===== config.mk =====
export PLATFORM = sky130hd
export DESIGN_NAME = udta_core
export DESIGN_NICKNAME = d
export VERILOG_FILES = /design/src/udta_core.v
export VERILOG_INCLUDE_DIRS = /design/src
export SDC_FILE = /design/constraint.sdc
export NUM_CORES = 1
export LEC_CHECK = 0
export BUFFER_PORTS_ARGS = -buffer_cell sky130_fd_sc_hd__buf_2
export CORE_UTILIZATION = 52
export DETAILED_ROUTE_END_ITERATION = 16
export HOLD_SLACK_MARGIN = 0.15
export PLACE_DENSITY = 0.76
export SLEW_MARGIN = 0
export SYNTH_ARGS = -nofsm -noshare
export SYNTH_HDL_FRONTEND = slang
export SYNTH_SLANG_ARGS = --single-unit
export TNS_END_PERCENT = 100

===== constraint.sdc =====
create_clock -name i_ref_clk -period 13.1 [get_ports i_ref_clk]
set_input_delay 2.62 -clock i_ref_clk [delete_from_list [all_inputs] [get_ports i_ref_clk]]
set_output_delay 2.62 -clock i_ref_clk [all_outputs]
set_load 0.02 [all_outputs]

===== src/udta_regs.vh =====
// Constants for the descriptor table access block
`ifndef UDTA_REGS_VH
`define UDTA_REGS_VH
// ============================================================
// Register offsets (byte addresses, 32-bit words)
`define UDTA_OFS_PAGE      8'h00
`define UDTA_OFS_CTRL      8'h04
`define UDTA_OFS_STATUS    8'h08
`define UDTA_OFS_LASTADDR  8'h0C
`define UDTA_OFS_DONECNT   8'h10
// ============================================================
// Control fields
`define UDTA_CTRL_EN_BIT   0
`define UDTA_CTRL_HOST_BIT 1
`define UDTA_CTRL_ODDRST   2
`define UDTA_CTRL_RST      32'h0000_0000
`define UDTA_PAGE_RST      24'h00_0000
// ============================================================
// Descriptor address layout
`define UDTA_ADDR_EP_LSB   5
`define UDTA_ADDR_DIR_BIT  4
`define UDTA_ADDR_ODD_BIT  3
// ============================================================
// Descriptor word 0 fields
`define UDTA_DESC_OWN_BIT  7
`define UDTA_DESC_KEEP_BIT 5
`define UDTA_DESC_BC_LSB   16
`define UDTA_DESC_BC_MSB   25
// ============================================================
// Token codes
`define UDTA_PID_OUT       4'h1
`define UDTA_PID_IN        4'h9
`define UDTA_PID_SETUP     4'hD
`endif


===== src/udta_core.v =====
// Descriptor table addressing, ownership and word buffer
//
// Functional notes
// - Two eight-byte entries, even and odd, per endpoint direction.
// - Sixteen bidirectional endpoints through a four-bit endpoint field.
// - Address = page bytes, page low [7:1], endpoint, direction, bank, 000.
// - Direction bit is one for transmit, zero for receive.
// - Bank bit kept per endpoint direction, toggles ping-pong per used buffer.
// - Own zero: processor owns; own one: controller only, processor hands off.
// - Token on enabled endpoint fetches its descriptor, checks ownership first.
// - Device: rx=OUT/SETUP, tx=IN. Host: rx=IN, tx=OUT/SETUP.
// - One role at a time, switched only by software.
// - On completion write back, clear own unless keep, raise completion.
// - Other descriptor fields ignored while own reads zero.
// - Word 0: byte count bits 25:16, own bit 7; word 1 buffer address.
//
// The register addresses and the plain strobed port were decided locally.
`timescale 1ns/1ps
`default_nettype none
`include "udta_regs.vh"

module udta_core (
  // Clock and reset
  input  wire        i_ref_clk,
  input  wire        i_rst,
  // Register port
  input  wire [7:0]  i_reg_addr,
  input  wire [31:0] i_reg_wdata,
  input  wire        i_reg_wr,
  input  wire        i_reg_rd,
  output reg  [31:0] o_reg_rdata,
  // Token from serial interface engine
  input  wire        i_tok_valid,
  input  wire [3:0]  i_tok_pid,
  input  wire [3:0]  i_tok_ep,
  input  wire        i_tok_done,
  input  wire [9:0]  i_tok_count,
  output reg         o_tok_ready,
  output reg         o_tok_refused,
  // Memory master
  output reg         o_mem_rd,
  output reg         o_mem_wr,
  output reg  [31:0] o_mem_addr,
  output reg  [31:0] o_mem_wdata,
  input  wire        i_mem_ack,
  input  wire [31:0] i_mem_rdata,
  // Data stream from engine
  input  wire        i_dat_valid,
  input  wire [31:0] i_dat_data,
  output reg         o_dat_ready,
  // Completion
  output reg         o_token_complete_irq
);

  // ============================================================
  // State codes
  localparam [2:0] ST_IDLE = 3'h0;
  localparam [2:0] ST_RD0  = 3'h1;
  localparam [2:0] ST_RD1  = 3'h2;
  localparam [2:0] ST_XFER = 3'h3;
  localparam [2:0] ST_WB   = 3'h4;

  // ============================================================
  // Helper functions
  function [31:0] desc_addr;
    input [23:0] page;
    input [3:0]  ep;
    input        dir;
    input        odd;
    begin
      desc_addr = {page[23:1], ep, dir, odd, 3'h0};
    end
  endfunction

  function is_tx;
    input [3:0] pid;
    input       host;
    begin
      if (host) begin
        is_tx = (pid == `UDTA_PID_OUT) || (pid == `UDTA_PID_SETUP);
      end else begin
        is_tx = (pid == `UDTA_PID_IN);
      end
    end
  endfunction

  function [4:0] bank_of;
    input [3:0] ep;
    input       dir;
    begin
      bank_of = {ep, dir};
    end
  endfunction

  function desc_owned;
    input [31:0] word0;
    begin
      desc_owned = word0[`UDTA_DESC_OWN_BIT];
    end
  endfunction

  function [31:0] next_word;
    input [31:0] addr;
    begin
      next_word = addr + 32'h0000_0004;
    end
  endfunction

  function reg_hit;
    input       strobe;
    input [7:0] addr;
    input [7:0] ofs;
    begin
      reg_hit = strobe && (addr == ofs);
    end
  endfunction

  function [31:0] wb_word;
    input [31:0] word0;
    input [9:0]  count;
    input [3:0]  pid;
    begin
      if (word0[`UDTA_DESC_KEEP_BIT]) begin
        wb_word = word0;
      end else begin
        wb_word = {6'h00, count, 8'h00, 1'b0, word0[6], pid, 2'h0};
      end
    end
  endfunction

  function buf_room;
    input [1:0] cnt;
    input       push;
    input       pop;
    begin
      buf_room = (cnt == 2'h0) || ((cnt == 2'h1) && !push) || pop;
    end
  endfunction

  // ============================================================
  // Registers
  reg [23:0] page_r;
  reg        en_r;
  reg        host_r;
  reg [31:0] odd_r;
  reg [2:0]  state_r;
  reg [3:0]  ep_r;
  reg [3:0]  pid_r;
  reg        dir_r;
  reg [31:0] word0_r;
  reg [31:0] bufp_r;
  reg [31:0] last_addr_r;
  reg [15:0] done_cnt_r;
  reg        refused_r;
  reg        wb_stage_r;
  // Two-entry buffer
  reg [31:0] buf_d0_r;
  reg [31:0] buf_d1_r;
  reg [1:0]  buf_cnt_r;

  wire [4:0]  bank_idx = bank_of(ep_r, dir_r);
  wire        own      = desc_owned(word0_r);
  wire        buf_push = i_dat_valid && o_dat_ready &&
                         (state_r == ST_XFER);
  wire        buf_pop  = (buf_cnt_r != 2'h0) && !o_mem_wr && !o_mem_rd &&
                         (state_r == ST_XFER);

  // ============================================================
  // Token and register decode
  // A refusal pulse still sees the token valid, so no new take then
  wire        tok_take = i_tok_valid && en_r && !o_tok_refused &&
                         (state_r == ST_IDLE);
  wire        tok_dir  = is_tx(i_tok_pid, host_r);
  wire        tok_odd  = odd_r[bank_of(i_tok_ep, tok_dir)];
  wire        page_wr  = reg_hit(i_reg_wr, i_reg_addr, `UDTA_OFS_PAGE);
  wire        ctrl_wr  = reg_hit(i_reg_wr, i_reg_addr, `UDTA_OFS_CTRL);
  wire        odd_clr  = ctrl_wr && i_reg_wdata[`UDTA_CTRL_ODDRST];

  // ============================================================
  // Register port
  always @(posedge i_ref_clk or posedge i_rst) begin
    if (i_rst) begin
      page_r      <= `UDTA_PAGE_RST;
      en_r        <= 1'b0;
      host_r      <= 1'b0;
      o_reg_rdata <= 32'h0000_0000;
    end else begin
      if (page_wr) begin
        page_r <= i_reg_wdata[23:0];
      end
      if (ctrl_wr) begin
        en_r <= i_reg_wdata[`UDTA_CTRL_EN_BIT];
        if (state_r == ST_IDLE) begin
          host_r <= i_reg_wdata[`UDTA_CTRL_HOST_BIT];
        end
      end
      o_reg_rdata <= 32'h0000_0000;
      if (i_reg_rd) begin
        case (i_reg_addr)
          `UDTA_OFS_PAGE:     o_reg_rdata <= {8'h00, page_r[23:1], 1'b0};
          `UDTA_OFS_CTRL:     o_reg_rdata <= {30'h0000_0000, host_r, en_r};
          `UDTA_OFS_STATUS:   o_reg_rdata <= {25'h000_0000, refused_r, dir_r, ep_r, own};
          `UDTA_OFS_LASTADDR: o_reg_rdata <= last_addr_r;
          `UDTA_OFS_DONECNT:  o_reg_rdata <= {16'h0000, done_cnt_r};
          default:            o_reg_rdata <= 32'h0000_0000;
        endcase
      end
    end
  end

  // ============================================================
  // Descriptor engine
  always @(posedge i_ref_clk or posedge i_rst) begin
    if (i_rst) begin
      state_r              <= ST_IDLE;
      odd_r                <= 32'h0000_0000;
      ep_r                 <= 4'h0;
      pid_r                <= 4'h0;
      dir_r                <= 1'b0;
      word0_r              <= 32'h0000_0000;
      bufp_r               <= 32'h0000_0000;
      last_addr_r          <= 32'h0000_0000;
      done_cnt_r           <= 16'h0000;
      refused_r            <= 1'b0;
      wb_stage_r           <= 1'b0;
      o_tok_ready          <= 1'b0;
      o_tok_refused        <= 1'b0;
      o_mem_rd             <= 1'b0;
      o_mem_wr             <= 1'b0;
      o_mem_addr           <= 32'h0000_0000;
      o_mem_wdata          <= 32'h0000_0000;
      o_token_complete_irq <= 1'b0;
    end else begin
      o_tok_refused        <= 1'b0;
      o_token_complete_irq <= 1'b0;
      if (odd_clr) begin
        odd_r <= 32'h0000_0000;
      end
      case (state_r)
        ST_IDLE: begin
          o_tok_ready <= 1'b0;
          if (tok_take) begin
            ep_r        <= i_tok_ep;
            pid_r       <= i_tok_pid;
            dir_r       <= tok_dir;
            o_mem_addr  <= desc_addr(page_r, i_tok_ep, tok_dir, tok_odd);
            o_mem_rd    <= 1'b1;
            state_r     <= ST_RD0;
          end
        end
        ST_RD0: begin
          if (i_mem_ack) begin
            word0_r     <= i_mem_rdata;
            last_addr_r <= o_mem_addr;
            if (!desc_owned(i_mem_rdata)) begin
              o_mem_rd      <= 1'b0;
              refused_r     <= 1'b1;
              o_tok_refused <= 1'b1;
              state_r       <= ST_IDLE;
            end else begin
              o_mem_addr <= next_word(o_mem_addr);
              state_r    <= ST_RD1;
            end
          end
        end
        ST_RD1: begin
          if (i_mem_ack) begin
            o_mem_rd    <= 1'b0;
            bufp_r      <= i_mem_rdata;
            refused_r   <= 1'b0;
            o_tok_ready <= 1'b1;
            state_r     <= ST_XFER;
          end
        end
        ST_XFER: begin
          if (o_mem_wr && i_mem_ack) begin
            o_mem_wr <= 1'b0;
            bufp_r   <= next_word(bufp_r);
          end else if (buf_pop) begin
            o_mem_wr    <= 1'b1;
            o_mem_addr  <= bufp_r;
            o_mem_wdata <= buf_d0_r;
          end else if (i_tok_done && buf_cnt_r == 2'h0 && !o_mem_wr) begin
            o_tok_ready <= 1'b0;
            o_mem_wr    <= 1'b1;
            o_mem_addr  <= last_addr_r;
            o_mem_wdata <= wb_word(word0_r, i_tok_count, pid_r);
            wb_stage_r  <= 1'b0;
            state_r     <= ST_WB;
          end
        end
        ST_WB: begin
          if (i_mem_ack) begin
            o_mem_wr                <= 1'b0;
            odd_r[bank_idx]         <= ~odd_r[bank_idx];
            done_cnt_r              <= done_cnt_r + 16'h0001;
            o_token_complete_irq    <= 1'b1;
            state_r                 <= ST_IDLE;
          end
        end
        default: begin
          state_r <= ST_IDLE;
        end
      endcase
    end
  end

  // ============================================================
  // Two-entry data buffer
  always @(posedge i_ref_clk or posedge i_rst) begin
    if (i_rst) begin
      buf_d0_r    <= 32'h0000_0000;
      buf_d1_r    <= 32'h0000_0000;
      buf_cnt_r   <= 2'h0;
      o_dat_ready <= 1'b0;
    end else begin
      case ({buf_push, buf_pop})
        2'b10: begin
          if (buf_cnt_r == 2'h0) begin
            buf_d0_r <= i_dat_data;
          end else begin
            buf_d1_r <= i_dat_data;
          end
          buf_cnt_r <= buf_cnt_r + 2'h1;
        end
        2'b01: begin
          buf_d0_r  <= buf_d1_r;
          buf_cnt_r <= buf_cnt_r - 2'h1;
        end
        2'b11: begin
          if (buf_cnt_r == 2'h1) begin
            buf_d0_r <= i_dat_data;
          end else begin
            buf_d0_r <= buf_d1_r;
            buf_d1_r <= i_dat_data;
          end
        end
        default: begin
          buf_cnt_r <= buf_cnt_r;
        end
      endcase
      o_dat_ready <= (state_r == ST_XFER) && buf_room(buf_cnt_r, buf_push, buf_pop);
    end
  end

endmodule
`default_nettype wire


==> impl_results.md, run 1 <==
- Status: finished, final reports clean
- Iter 0 DRT Violations: 1465
- Placeable Area: 0.0316 sq mm
- Mapped Avg Cell Area: 9.83 sq um
- # rows: 65
- Clock power frac: 25.9%
- Clk pin slew, worst setup/hold paths: 0.06 ns
- MaxCap Viol Count: 0
- Total Neg Setup Slack: 0 ns
- Synth area leaders: dfrtp_1, nand2_1, mux2_1, a21oi_1, nor2_1
- Crit Path Class: primary input to register
- CP Max Fanout: 23
- Worst Path Required: 13.50 ns
- Share of the synthesized area in the top cell type: 52.2%
- I/O Pins: 232
- I/O Buffers: 223
- Worst-Margin Slew: 1.30 ns
- P_int: 2.65 mW
- Post-synth top cells: dfrtp_1, nand2_1, nor2_1
- Area Growth Syn to Fin: 16.0%
- All-Layer GR Usage: 29.1%
- Most area-hungry cell type in the Yosys netlist: dfrtp_1
- Non-filler cells, final: 2304
- DRT antenna net count: 0
- Final WL: 48200 um
- Reg power frac: 40.0%
- Period utilisation layout: 43.1%
- Synth warn: 0
- Worst Setup Slack post-DPL: 6.97 ns
- Synth Net Count: 1845
- Hold slack: 0.479 ns
- Quantity of hold-fixing buffers added after cts: 0
- Antenna violations before repair: 7
- Dpl hpwl: 32300 um
- FMAX: 177 MHz
- Synthesized area: 0.0168 sq mm
- Cell chosen for the clock root: clkbuf_16
- Core Util, Final: 61.5%
- Via density: 6.24
- Max Clock Skew: 0.0215 ns
- Register area share after synthesis: 52.2%
- Cells after DPL: 2226
- GPL Wtd Cong: 0.883
- Psw: 1.77 mW
- Worst hold path type: register to register
- Vias in the first global route: 13708
- Pwr dens: 227 mW/mm^2
- Clock sink count: 350
- Router iterations before antenna repair: 5
- Slew HR: 13.1%
- Sw frac: 40.0%
- CTS Buffer Depth: 3
- Most frequent cell after synthesis: dfrtp_1
- Max Slew Vio Count: 0
- Post-synth EDFFs: 0
- Most used DFF post-synth: dfrtp_1
- Number of buffers added for setup after CTS: 0
- Synthesized instance count: 1706
- Comb pwr share: 34.0%
- CP Launch Type: primary input
- Fraction of layout cells with a size suffix above 1: 18.1%
- Unrepaired setup endpoints after global routing: no
- Critical Path Start: i_reg_addr[1]
- Hold Vio Cnt, Final: 0
- Critical path endpoint: page_r[23]$_DFFE_PP0P_
- P_leak: 9.08 nW
- Worst ir drop on vdd: 0.000124 V
- Drt drc: 0
- Yosys cell types: 78
- Post-CTS Resized: 0
- Flop2flop setup slack: 8.94 ns
- Die Y: 182 um
- Die width: 182 um
- # nets final: 2004
- Share of synthesized registers carrying an async set or reset: 100%
- R2r startpoint: state_r[0]$_DFFE_PP0P_
- TritonCTS buffer count: 39
- Worst Reg-to-Reg Cells: 9
- Global-route wire length before repair: 75900 um
- Largest net degree at the start of global routing: 110
- Post-route setup slack: 7.45 ns
- GRT overflow: 0
- Seq cells post-synth: 350
- CP endpoint kind: register
- Initial Util: 53.0%
- Final setup vio count: 0
- Clock Latency Late Sink: 0.54 ns
- DR vias: 14367
- # H-tree levels: 2
- CTS tree: done
- Die area: 0.0330 sq mm
- Crit path DAT: 6.05 ns
- Worst R2R End: buf_d0_r[5]$_DFFE_PP0P_
- WL/cell: 20.9 um
- Final min period: 5.65 ns
[logic make-up after synthesis]
kind of cell             share of synthesized area [%]
AO/OA/AOI/OAI                                     17.7
XOR/XNOR                                          1.15
adder cells (fa/ha/maj)                          0.671
buffers and inverters                             3.46
flip-flops                                        52.2
multiplexers                                      8.50
AND/OR/NAND/NOR                                   16.3
[critical path, stage by stage]
cell and delay [ns]:
buf_2 0.09, or4_1 0.54, nor3_1 0.41, and2_1 0.85
nand2_1 0.91, mux2_1 0.60
[routing by layer]
| layer | global-route usage (%) | up-vias | part of all wire (%) |
|---|---|---|---|
| li1 | - | 6504 | - |
| met1 | 40.8 | 7055 | 42 |
| met2 | 46.0 | 712 | 47 |
| met3 | 5.94 | 92 | 9.2 |
| met4 | 8.44 | 4 | 2.5 |
| met5 | 0 | - | 0.052 |
[placed cells by master (no fill, tap or decap), types with 6 or more instances in the layout]
| cell | instances |
|---|---|
| a221o_1 | 9 |
| a222oi_1 | 22 |
| nand2_1 | 295 |
| and3_1 | 27 |
| o211ai_1 | 26 |
| ha_1 | 9 |
| mux4_1 | 7 |
| nand3_1 | 58 |
| mux2_1 | 72 |
| a22o_1 | 6 |
| o21ai_1 | 98 |
| o22a_1 | 6 |
| buf_4 | 21 |
| o22ai_1 | 15 |
| a21oi_1 | 122 |
| nand4_1 | 13 |
| inv_1 | 14 |
| a31oi_1 | 33 |
| clkbuf_8 | 8 |
| nor2_1 | 135 |
| clkinv_2 | 7 |
| mux2i_1 | 15 |
| mux4_2 | 11 |
| xor2_1 | 9 |
| a221oi_1 | 6 |
| clkbuf_1 | 8 |
| a2bb2oi_1 | 6 |
| diode_2 | 6 |
| o21ai_0 | 26 |
| o31a_1 | 6 |
| xnor2_1 | 13 |
| buf_2 | 223 |
| a22oi_1 | 47 |
| nand3b_1 | 9 |
| clkbuf_16 | 40 |
| o31ai_1 | 6 |
| dfrtp_1 | 350 |
| nor3_1 | 14 |
| o311ai_1 | 7 |
[worst min-delay path by stage]
stage                                from                          to  slack (ns)  cells past startpoint
3_3_place_gp       word0_r[5]$_DFFE_PP0P_      word0_r[5]$_DFFE_PP0P_        0.46                      2
3_5_place_dp       word0_r[1]$_DFFE_PP0P_      word0_r[1]$_DFFE_PP0P_        0.46                      2
4_1_cts           word0_r[10]$_DFFE_PP0P_     word0_r[10]$_DFFE_PP0P_        0.48                      2
2_1_floorplan     word0_r[16]$_DFFE_PP0P_     word0_r[16]$_DFFE_PP0P_        0.45                      2
5_1_grt           word0_r[10]$_DFFE_PP0P_     word0_r[10]$_DFFE_PP0P_        0.50                      2
6_report       done_cnt_r[15]$_DFFE_PP0P_  done_cnt_r[15]$_DFFE_PP0P_        0.48                      1
[power groups by stage]
stage | Sequential [mW] | Clock, mW | Combinational (mW)
after floorplan | 1.73 | 0 | 1.02
after global placement | 1.76 | 0 | 1.43
after detailed placement | 1.77 | 0 | 1.48
after CTS | 1.76 | 1.15 | 1.49
after global routing | 1.81 | 1.20 | 1.65
final | 1.77 | 1.14 | 1.50
[cell type report]
type,instances,area (sq um)
clock inverter,16,205
tap,402,503
multi-input combinational,1210,7470
sequential,350,8760
fill,2588,12200
inverter,20,82.6
timing repair buffer,244,1270
clock buffer,56,1140
antenna,6,15.0
[metrics by stage]
stage	total power [mW]	area [sq um]
floorplan	2.75	16800
global placement	3.19	18100
detailed placement	3.25	18100
CTS	4.40	19400
global route	4.66	19400
finish	4.42	19400
(Power assumes the default switching activity.)
==> run 2: changes to the inputs <==
- ABC_AREA: not set -> 1
- CORE_UTILIZATION: 52 -> 53
- PLACE_DENSITY: 0.76 -> 0.77
- clock period: 13.1 -> 5.1 ns (I/O delays scaled with it)
==> run 2 against run 1 <==
  * Sequential power grew 150%
  * Count of clock-buffer cells in the layout is 2 lower
  * Total power is 150% higher
  * Clock power increased by 140%
  * Die area up 5.5%
  * Combinational power up 140%
  * Synthesized cell count rose by 32%
  * Via count up 16%
  * Register-to-register slack worse by 7.8 ns
  * Wire length up 14%
  * Critical path depth up 6
  * Critical endpoint is now buf_d0_r[18]$_DFFE_PP0P_
  * Largest cell class unchanged
==> impl_results.md, run 2 <==
- Final WL: 54800 um
- Cell chosen for the clock root: clkbuf_16
- Grt peak-use layer: met2
- Largest net degree at the start of global routing: 133
- Max Clock Skew: 0.0210 ns
- Final min period: 3.97 ns
- Register area share after synthesis: 48.5%
- Die width: 187 um
- Share of synthesized registers carrying an async set or reset: 100%
- DR vias: 16737
- GRT overflow: 0
- Worst hold path type: register to register
- Clock sink count: 350
- Commonest non-fill, non-tap cell in the layout: nand2_1
- Hold slack: 0.482 ns
- Clk pin slew, worst setup/hold paths: 0.06 ns
- DRT antenna net count: 0
- MaxCap Viol Count: 0
- M3 GR Usage: 5.00%
- Unrepaired setup endpoints after global routing: no
- Core Util, Final: 61.6%
- # H-tree levels: 2
- Worst ir drop on vdd: 0.000270 V
- GPL Wtd Cong: 0.978
- Die Y: 187 um
- FMAX: 252 MHz
- CP Max Fanout: 55
- Clock power frac: 25.5%
- Seq cells post-synth: 350
- Via density: 5.79
- Worst-path cell chain: inv_2 > nand2_1 > buf_4 > nor2_4 > inv_1 > buf_4 > nor3_1 > inv_1 > ha_1 > a21oi_4 > o221ai_1 > o21a_1
- Initial Util: 53.8%
- TritonCTS buffer count: 38
- Final setup vio count: 0
- Slew HR: 22.6%
- Reg power frac: 40.6%
- Post-synth EDFFs: 0
- I/O Pins: 232
- Number of buffers added for setup after CTS: 0
- Yosys cell types: 51
- CP max-delay cell: a21oi_4
- Hold Path Depth: 2
- Most area-hungry cell type in the Yosys netlist: dfrtp_1
- Drt drc: 0
- Filler Cell Count: 2969
- Hold Path Origin: o_mem_wdata[6]$_DFFE_PP0P_
- Hold Vio Cnt, Final: 0
- # nets final: 2558
- Synthesized instance count: 2248
- WL/cell: 18.9 um
- Status: finished, final reports clean
- Most frequent cell after synthesis: nand2_1
- CTS tree: done
- P_leak: 10.1 nW
- Most used DFF post-synth: dfrtp_1
- Quantity of hold-fixing buffers added after cts: 0
- Fraction of layout cells with a size suffix above 1: 14.6%
- CP endpoint kind: register
- Comb pwr share: 33.9%
- Pwr dens: 525 mW/mm^2
- Period utilisation layout: 77.9%
- Mapped Avg Cell Area: 8.03 sq um
- Synth area leaders: dfrtp_1, nand2_1, inv_1, o21ai_0, nor2_1
- P_int: 6.39 mW
- Crit Path Class: register to register
- Area Growth Syn to Fin: 14.5%
- Worst-Margin Slew: 1.16 ns
- Vias in the first global route: 16062
- Post-CTS Resized: 0
- Worst Reg-to-Reg Cells: 12
- Die area: 0.0348 sq mm
- Routing usage on met1: 45.2%
- Psw: 4.45 mW
- Synth warn: 0
- Met2 Use GR: 49.9%
- Iter 0 DRT Violations: 1675
- # rows: 67
- Synthesized area: 0.0180 sq mm
- Synth Net Count: 2387
- Share of the synthesized area in the top cell type: 48.5%
- Antenna violations before repair: 1
- Endpoint, Worst Hold: o_mem_wdata[6]$_DFFE_PP0P_
- WP buf/inv: 5
- Top delay family on crit path: compound AO/OA/AOI/OAI gates
- All-Layer GR Usage: 31.7%
- Worst Path Required: 5.53 ns
- Post-synth top cells: nand2_1, dfrtp_1, inv_1
- Dpl hpwl: 38600 um
- Largest stage delay on the critical path: 0.79 ns
- Router iterations before antenna repair: 8
- Crit path DAT: 4.40 ns
- Flop2flop setup slack: 1.13 ns
- R2r startpoint: state_r[2]$_DFFE_PP0P_
- CTS Buffer Depth: 3
- I/O Buffers: 223
- Placeable Area: 0.0335 sq mm
- Sw frac: 41.1%
- CP Launch Type: register
- Most frequent cells in the layout: nand2_1, dfrtp_1, inv_1
- Max Slew Vio Count: 0
- Global-route wire length before repair: 87700 um
- Worst R2R End: buf_d0_r[18]$_DFFE_PP0P_
- Clock Latency Late Sink: 0.54 ns
==> run 2: changes by cell type in the layout (fill, tap and decap cells not counted), sizes merged, moves of 18 or more <==
cell	change
and3	-28
o22ai	+38
mux4	-18
nand2	+123
nor3	+27
o21ai	+142
xor2	+21
nand3	+32
a31oi	-22
inv	+319
o21bai	+32
mux2	-52
a222oi	-22
nor2	+37
==> run 2: metal layers <==
layer	part of all wire, %	vias up
li1	-	7765
met1	42	8097
met2	46	755
met3	8.9	120
met4	2.9	0
met5	0	-
==> run 2: worst max-delay path by stage <==
stage	from	to	depth (start not counted)
2_1_floorplan	i_rst	buf_cnt_r[0]$_DFFE_PP0P_	1
3_3_place_gp	state_r[2]$_DFFE_PP0P_	buf_d0_r[8]$_DFFE_PP0P_	12
3_5_place_dp	state_r[2]$_DFFE_PP0P_	buf_d0_r[26]$_DFFE_PP0P_	13
4_1_cts	state_r[2]$_DFFE_PP0P_	buf_d0_r[13]$_DFFE_PP0P_	12
5_1_grt	state_r[2]$_DFFE_PP0P_	buf_d0_r[26]$_DFFE_PP0P_	13
6_report	state_r[2]$_DFFE_PP0P_	buf_d0_r[18]$_DFFE_PP0P_	12
==> run 2: worst register-to-register path: stages, from the launching register on <==
cell and delay [ns]:
dfrtp_1 0.37, inv_2 0.07, nand2_1 0.05, buf_4 0.25
nor2_4 0.47, inv_1 0.22, buf_4 0.35, nor3_1 0.37
inv_1 0.14, ha_1 0.25, a21oi_4 0.79, o221ai_1 0.35
o21a_1 0.19
==> run 2: logic make-up after synthesis <==
| logic type | after synthesis | synth area share, % |
|---|---|---|
| DFF | 350 | 48.5 |
| and+or+nand+nor | 778 | 18.4 |
| muxes | 21 | 1.31 |
| buffers and inverters | 456 | 10.0 |
| adders and majority gates | 9 | 0.624 |
| xor gates and xnor gates | 31 | 1.50 |
| AOI/OAI and AO/OA | 603 | 19.6 |
==> run 2: final cells by class <==
| cell class | count | area [sq um] | area share [%] |
|---|---|---|---|
| diodes | 1 | 2.50 | 0.0121 |
| clock buffers | 54 | 1110 | 5.38 |
| clock inverters | 11 | 131 | 0.636 |
| inverters | 345 | 1300 | 6.30 |
| multi-input cells | 1442 | 7510 | 36.4 |
| flip-flops and latches | 350 | 8760 | 42.4 |
| well taps | 448 | 561 | 2.71 |
| repair buffers | 242 | 1280 | 6.21 |
==> run 2: power groups by stage <==
stage	clock, mW	combinational, mW	sequential (mW)
after floorplan	0	2.36	4.40
after global placement	0	3.50	4.39
after detailed placement	0	3.61	4.41
after CTS	2.80	3.64	4.37
after global routing	2.91	4.09	4.48
final	2.77	3.67	4.40
==> run 2: per-stage QoR <==
stage | area, sq um | setup WS, ns | TNS (ns) | power [mW] | cells
CTS | 20700 | 1.15 | 0 | 10.8 | 2892
finish | 20700 | 1.13 | 0 | 10.8 | 2893
global route | 20700 | 0.767 | 0 | 11.5 | 2893
detailed placement | 19400 | 1.16 | 0 | 8.02 | 2827
floorplan | 18100 | -0.606 | -212.24 | 6.76 | 2248
global placement | 19400 | 1.32 | 0 | 7.89 | 2827
==> run 3: changes to the inputs <==
- clock period: 5.1 -> 3.2 ns (I/O delays scaled with it)
==> run 3 against run 2 <==
  * Wire length rose by 1.4%
  * Count of clock-buffer cells in the layout is 3 higher
  * Design area grew 1.8%
  * Hold slack got worse by 0.17 ns
  * Global-route usage is 0.24 points higher
  * Setup slack worse by 0.73 ns
  * Flip-flop and latch count is the same
  * Fmax grew 41%
  * Clock skew decreased by 0.0012 ns
  * Critical path type unchanged
==> impl_results.md, run 3 (same netlist as run 2, synthesis figures left out) <==
- Most frequent cells in the layout: nand2_1, dfrtp_1, inv_1
- Worst ir drop on vdd: 0.000452 V
- MaxCap Viol Count: 0
- I/O Pins: 232
- Die Y: 187 um
- Filler Cell Count: 2868
- Slew HR: 45.4%
- Crit Path Class: register to register
- Largest net degree at the start of global routing: 83
- # diodes: 0
- GPL Wtd Cong: 0.966
- Via density: 5.76
- TritonCTS buffer count: 39
- # H-tree levels: 2
- Max Slew Vio Count: 0
- Number of buffers added for setup after CTS: 0
- Final WL: 55600 um
- Antenna violations before repair: 0
- Status: finished, final reports clean
- # nets final: 2588
- Worst hold path type: primary input to register
- Final min period: 2.81 ns
- # rows: 67
- Placeable Area: 0.0335 sq mm
- Iter 0 DRT Violations: 1699
- Initial Util: 53.8%
- WL/cell: 19.0 um
- Global-route wire length before repair: 87800 um
- DP Area: 0.0197 sq mm
- Hold Vio Cnt, Final: 0
- Crit path DAT: 3.18 ns
- Pwr dens: 844 mW/mm^2
- DR vias: 16842
- Dpl hpwl: 39700 um
- Worst-path cell chain: inv_1 > ha_1 > inv_1 > nand3_2 > nand2_1 > nor2_1 > nor3_2 > nand2_2 > nor2_2 > buf_4 > inv_2 > nand2_1 > o21ai_0
- CP max-delay cell: dfrtp_1
- Final setup vio count: 0
- Final instance area: 0.0210 sq mm
- Unrepaired setup endpoints after global routing: no
- Commonest non-fill, non-tap cell in the layout: nand2_1
- Clk pin slew, worst setup/hold paths: 0.06 ns
- I/O Buffers: 223
- Hold slack: 0.310 ns
- Period utilisation layout: 87.7%
- Area Growth Syn to Fin: 16.5%
- CP Max Fanout: 43
- P_leak: 10.3 nW
- CP Launch Type: register
- Worst Path Required: 3.57 ns
- Fraction of layout cells with a size suffix above 1: 15.8%
- Router iterations before antenna repair: 6
- CTS tree: done
- Max Clock Skew: 0.0198 ns
- Core Util, Final: 62.7%
- Largest stage delay on the critical path: 0.39 ns
- Worst-Margin Slew: 0.818 ns
- Cells after DPL: 2855
- Drt drc: 0
- CTS Buffer Depth: 3
- Vias in the first global route: 16109
- Non-filler cells, final: 2926
- Sequential cell area: 0.00876 sq mm
- Cell chosen for the clock root: clkbuf_16
- CP endpoint kind: register
- Clock Latency Late Sink: 0.55 ns
- Multi-input logic area: 0.00751 sq mm
- DRT antenna net count: 0
- Pwr Total: 17.8 mW
- FMAX: 356 MHz
- Die width: 187 um
- Die area: 0.0348 sq mm
- All-Layer GR Usage: 31.9%
- GRT overflow: 0
- Clock sink count: 350
==> run 3: cell count changes in the layout (fill, tap and decap cells not counted), sizes merged <==
cell and change:
buf +28, clkbuf +3, clkinv -3, bufinv +2, inv +2, clkinvlp +1, diode -1, dlygate4sd3 +1
==> run 3: worst max-delay path, delay by kind of cell, from the launching register on <==
kind | cells | cell delay [ns]
compound gates | 1 | 0.11
fa+ha+maj | 1 | 0.22
buf+inv | 4 | 0.75
flops | 1 | 0.39
simple gates | 7 | 1.15
==> run 3: cell type report <==
type	instances	share of cell area [%]
timing repair buffer	271	7.33
clock inverter	13	0.922
tap	448	2.66
multi-input combinational	1442	35.7
inverter	345	6.19
sequential	350	41.6
clock buffer	57	5.54
==> run 3: final timing paths <==
check	startpoint	end	slack (ns)	cells past startpoint
max in group asynchronous	i_rst	odd_r[12]$_DFF_PP0_	1.42	5
hold / removal	i_reg_wdata[13]	page_r[13]$_DFFE_PP0P_	0.31	2
setup reg to reg	buf_cnt_r[0]$_DFFE_PP0P_	o_mem_wdata[22]$_DFFE_PP0P_	0.39	13
setup / recovery	buf_cnt_r[0]$_DFFE_PP0P_	o_mem_wdata[22]$_DFFE_PP0P_	0.39	13
min in group asynchronous	i_rst	o_mem_wdata[20]$_DFFE_PP0P_	0.66	3
hold reg to reg	buf_d1_r[19]$_DFFE_PP0P_	buf_d1_r[19]$_DFFE_PP0P_	0.48	2
==> run 3: stage by stage <==
stage                     setup TNS [ns]  setup WS, ns
final                                  0         0.392
after global routing                   0         0.160
after CTS                              0         0.412
after detailed placement               0         0.481
after global placement                 0         0.545
after floorplan                  -744.24         -2.13
==> run 3: timing repair <==
item | CTS | global route
endpoints found under the hold margin | 16 | 0
gates resized for setup | 0 | 0
hold buffers | 1 | 0
==> run 3: per-layer routing <==
layer	wire, um	share of wire (%)	GRT usage (%)
met5	0	0	0
met4	1860	3.4	11.6
met3	4810	8.7	4.97
met2	25400	46	50.1
met1	23500	42	45.0
==> run 3: report_power, final <==
group / internal (mW) / total, mW / switching (mW)
sequential: 5.77 / 7.03 / 1.26
clock: 2.86 / 4.75 / 1.89
combinational: 1.94 / 5.98 / 4.04
total: 10.6 / 17.8 / 7.19
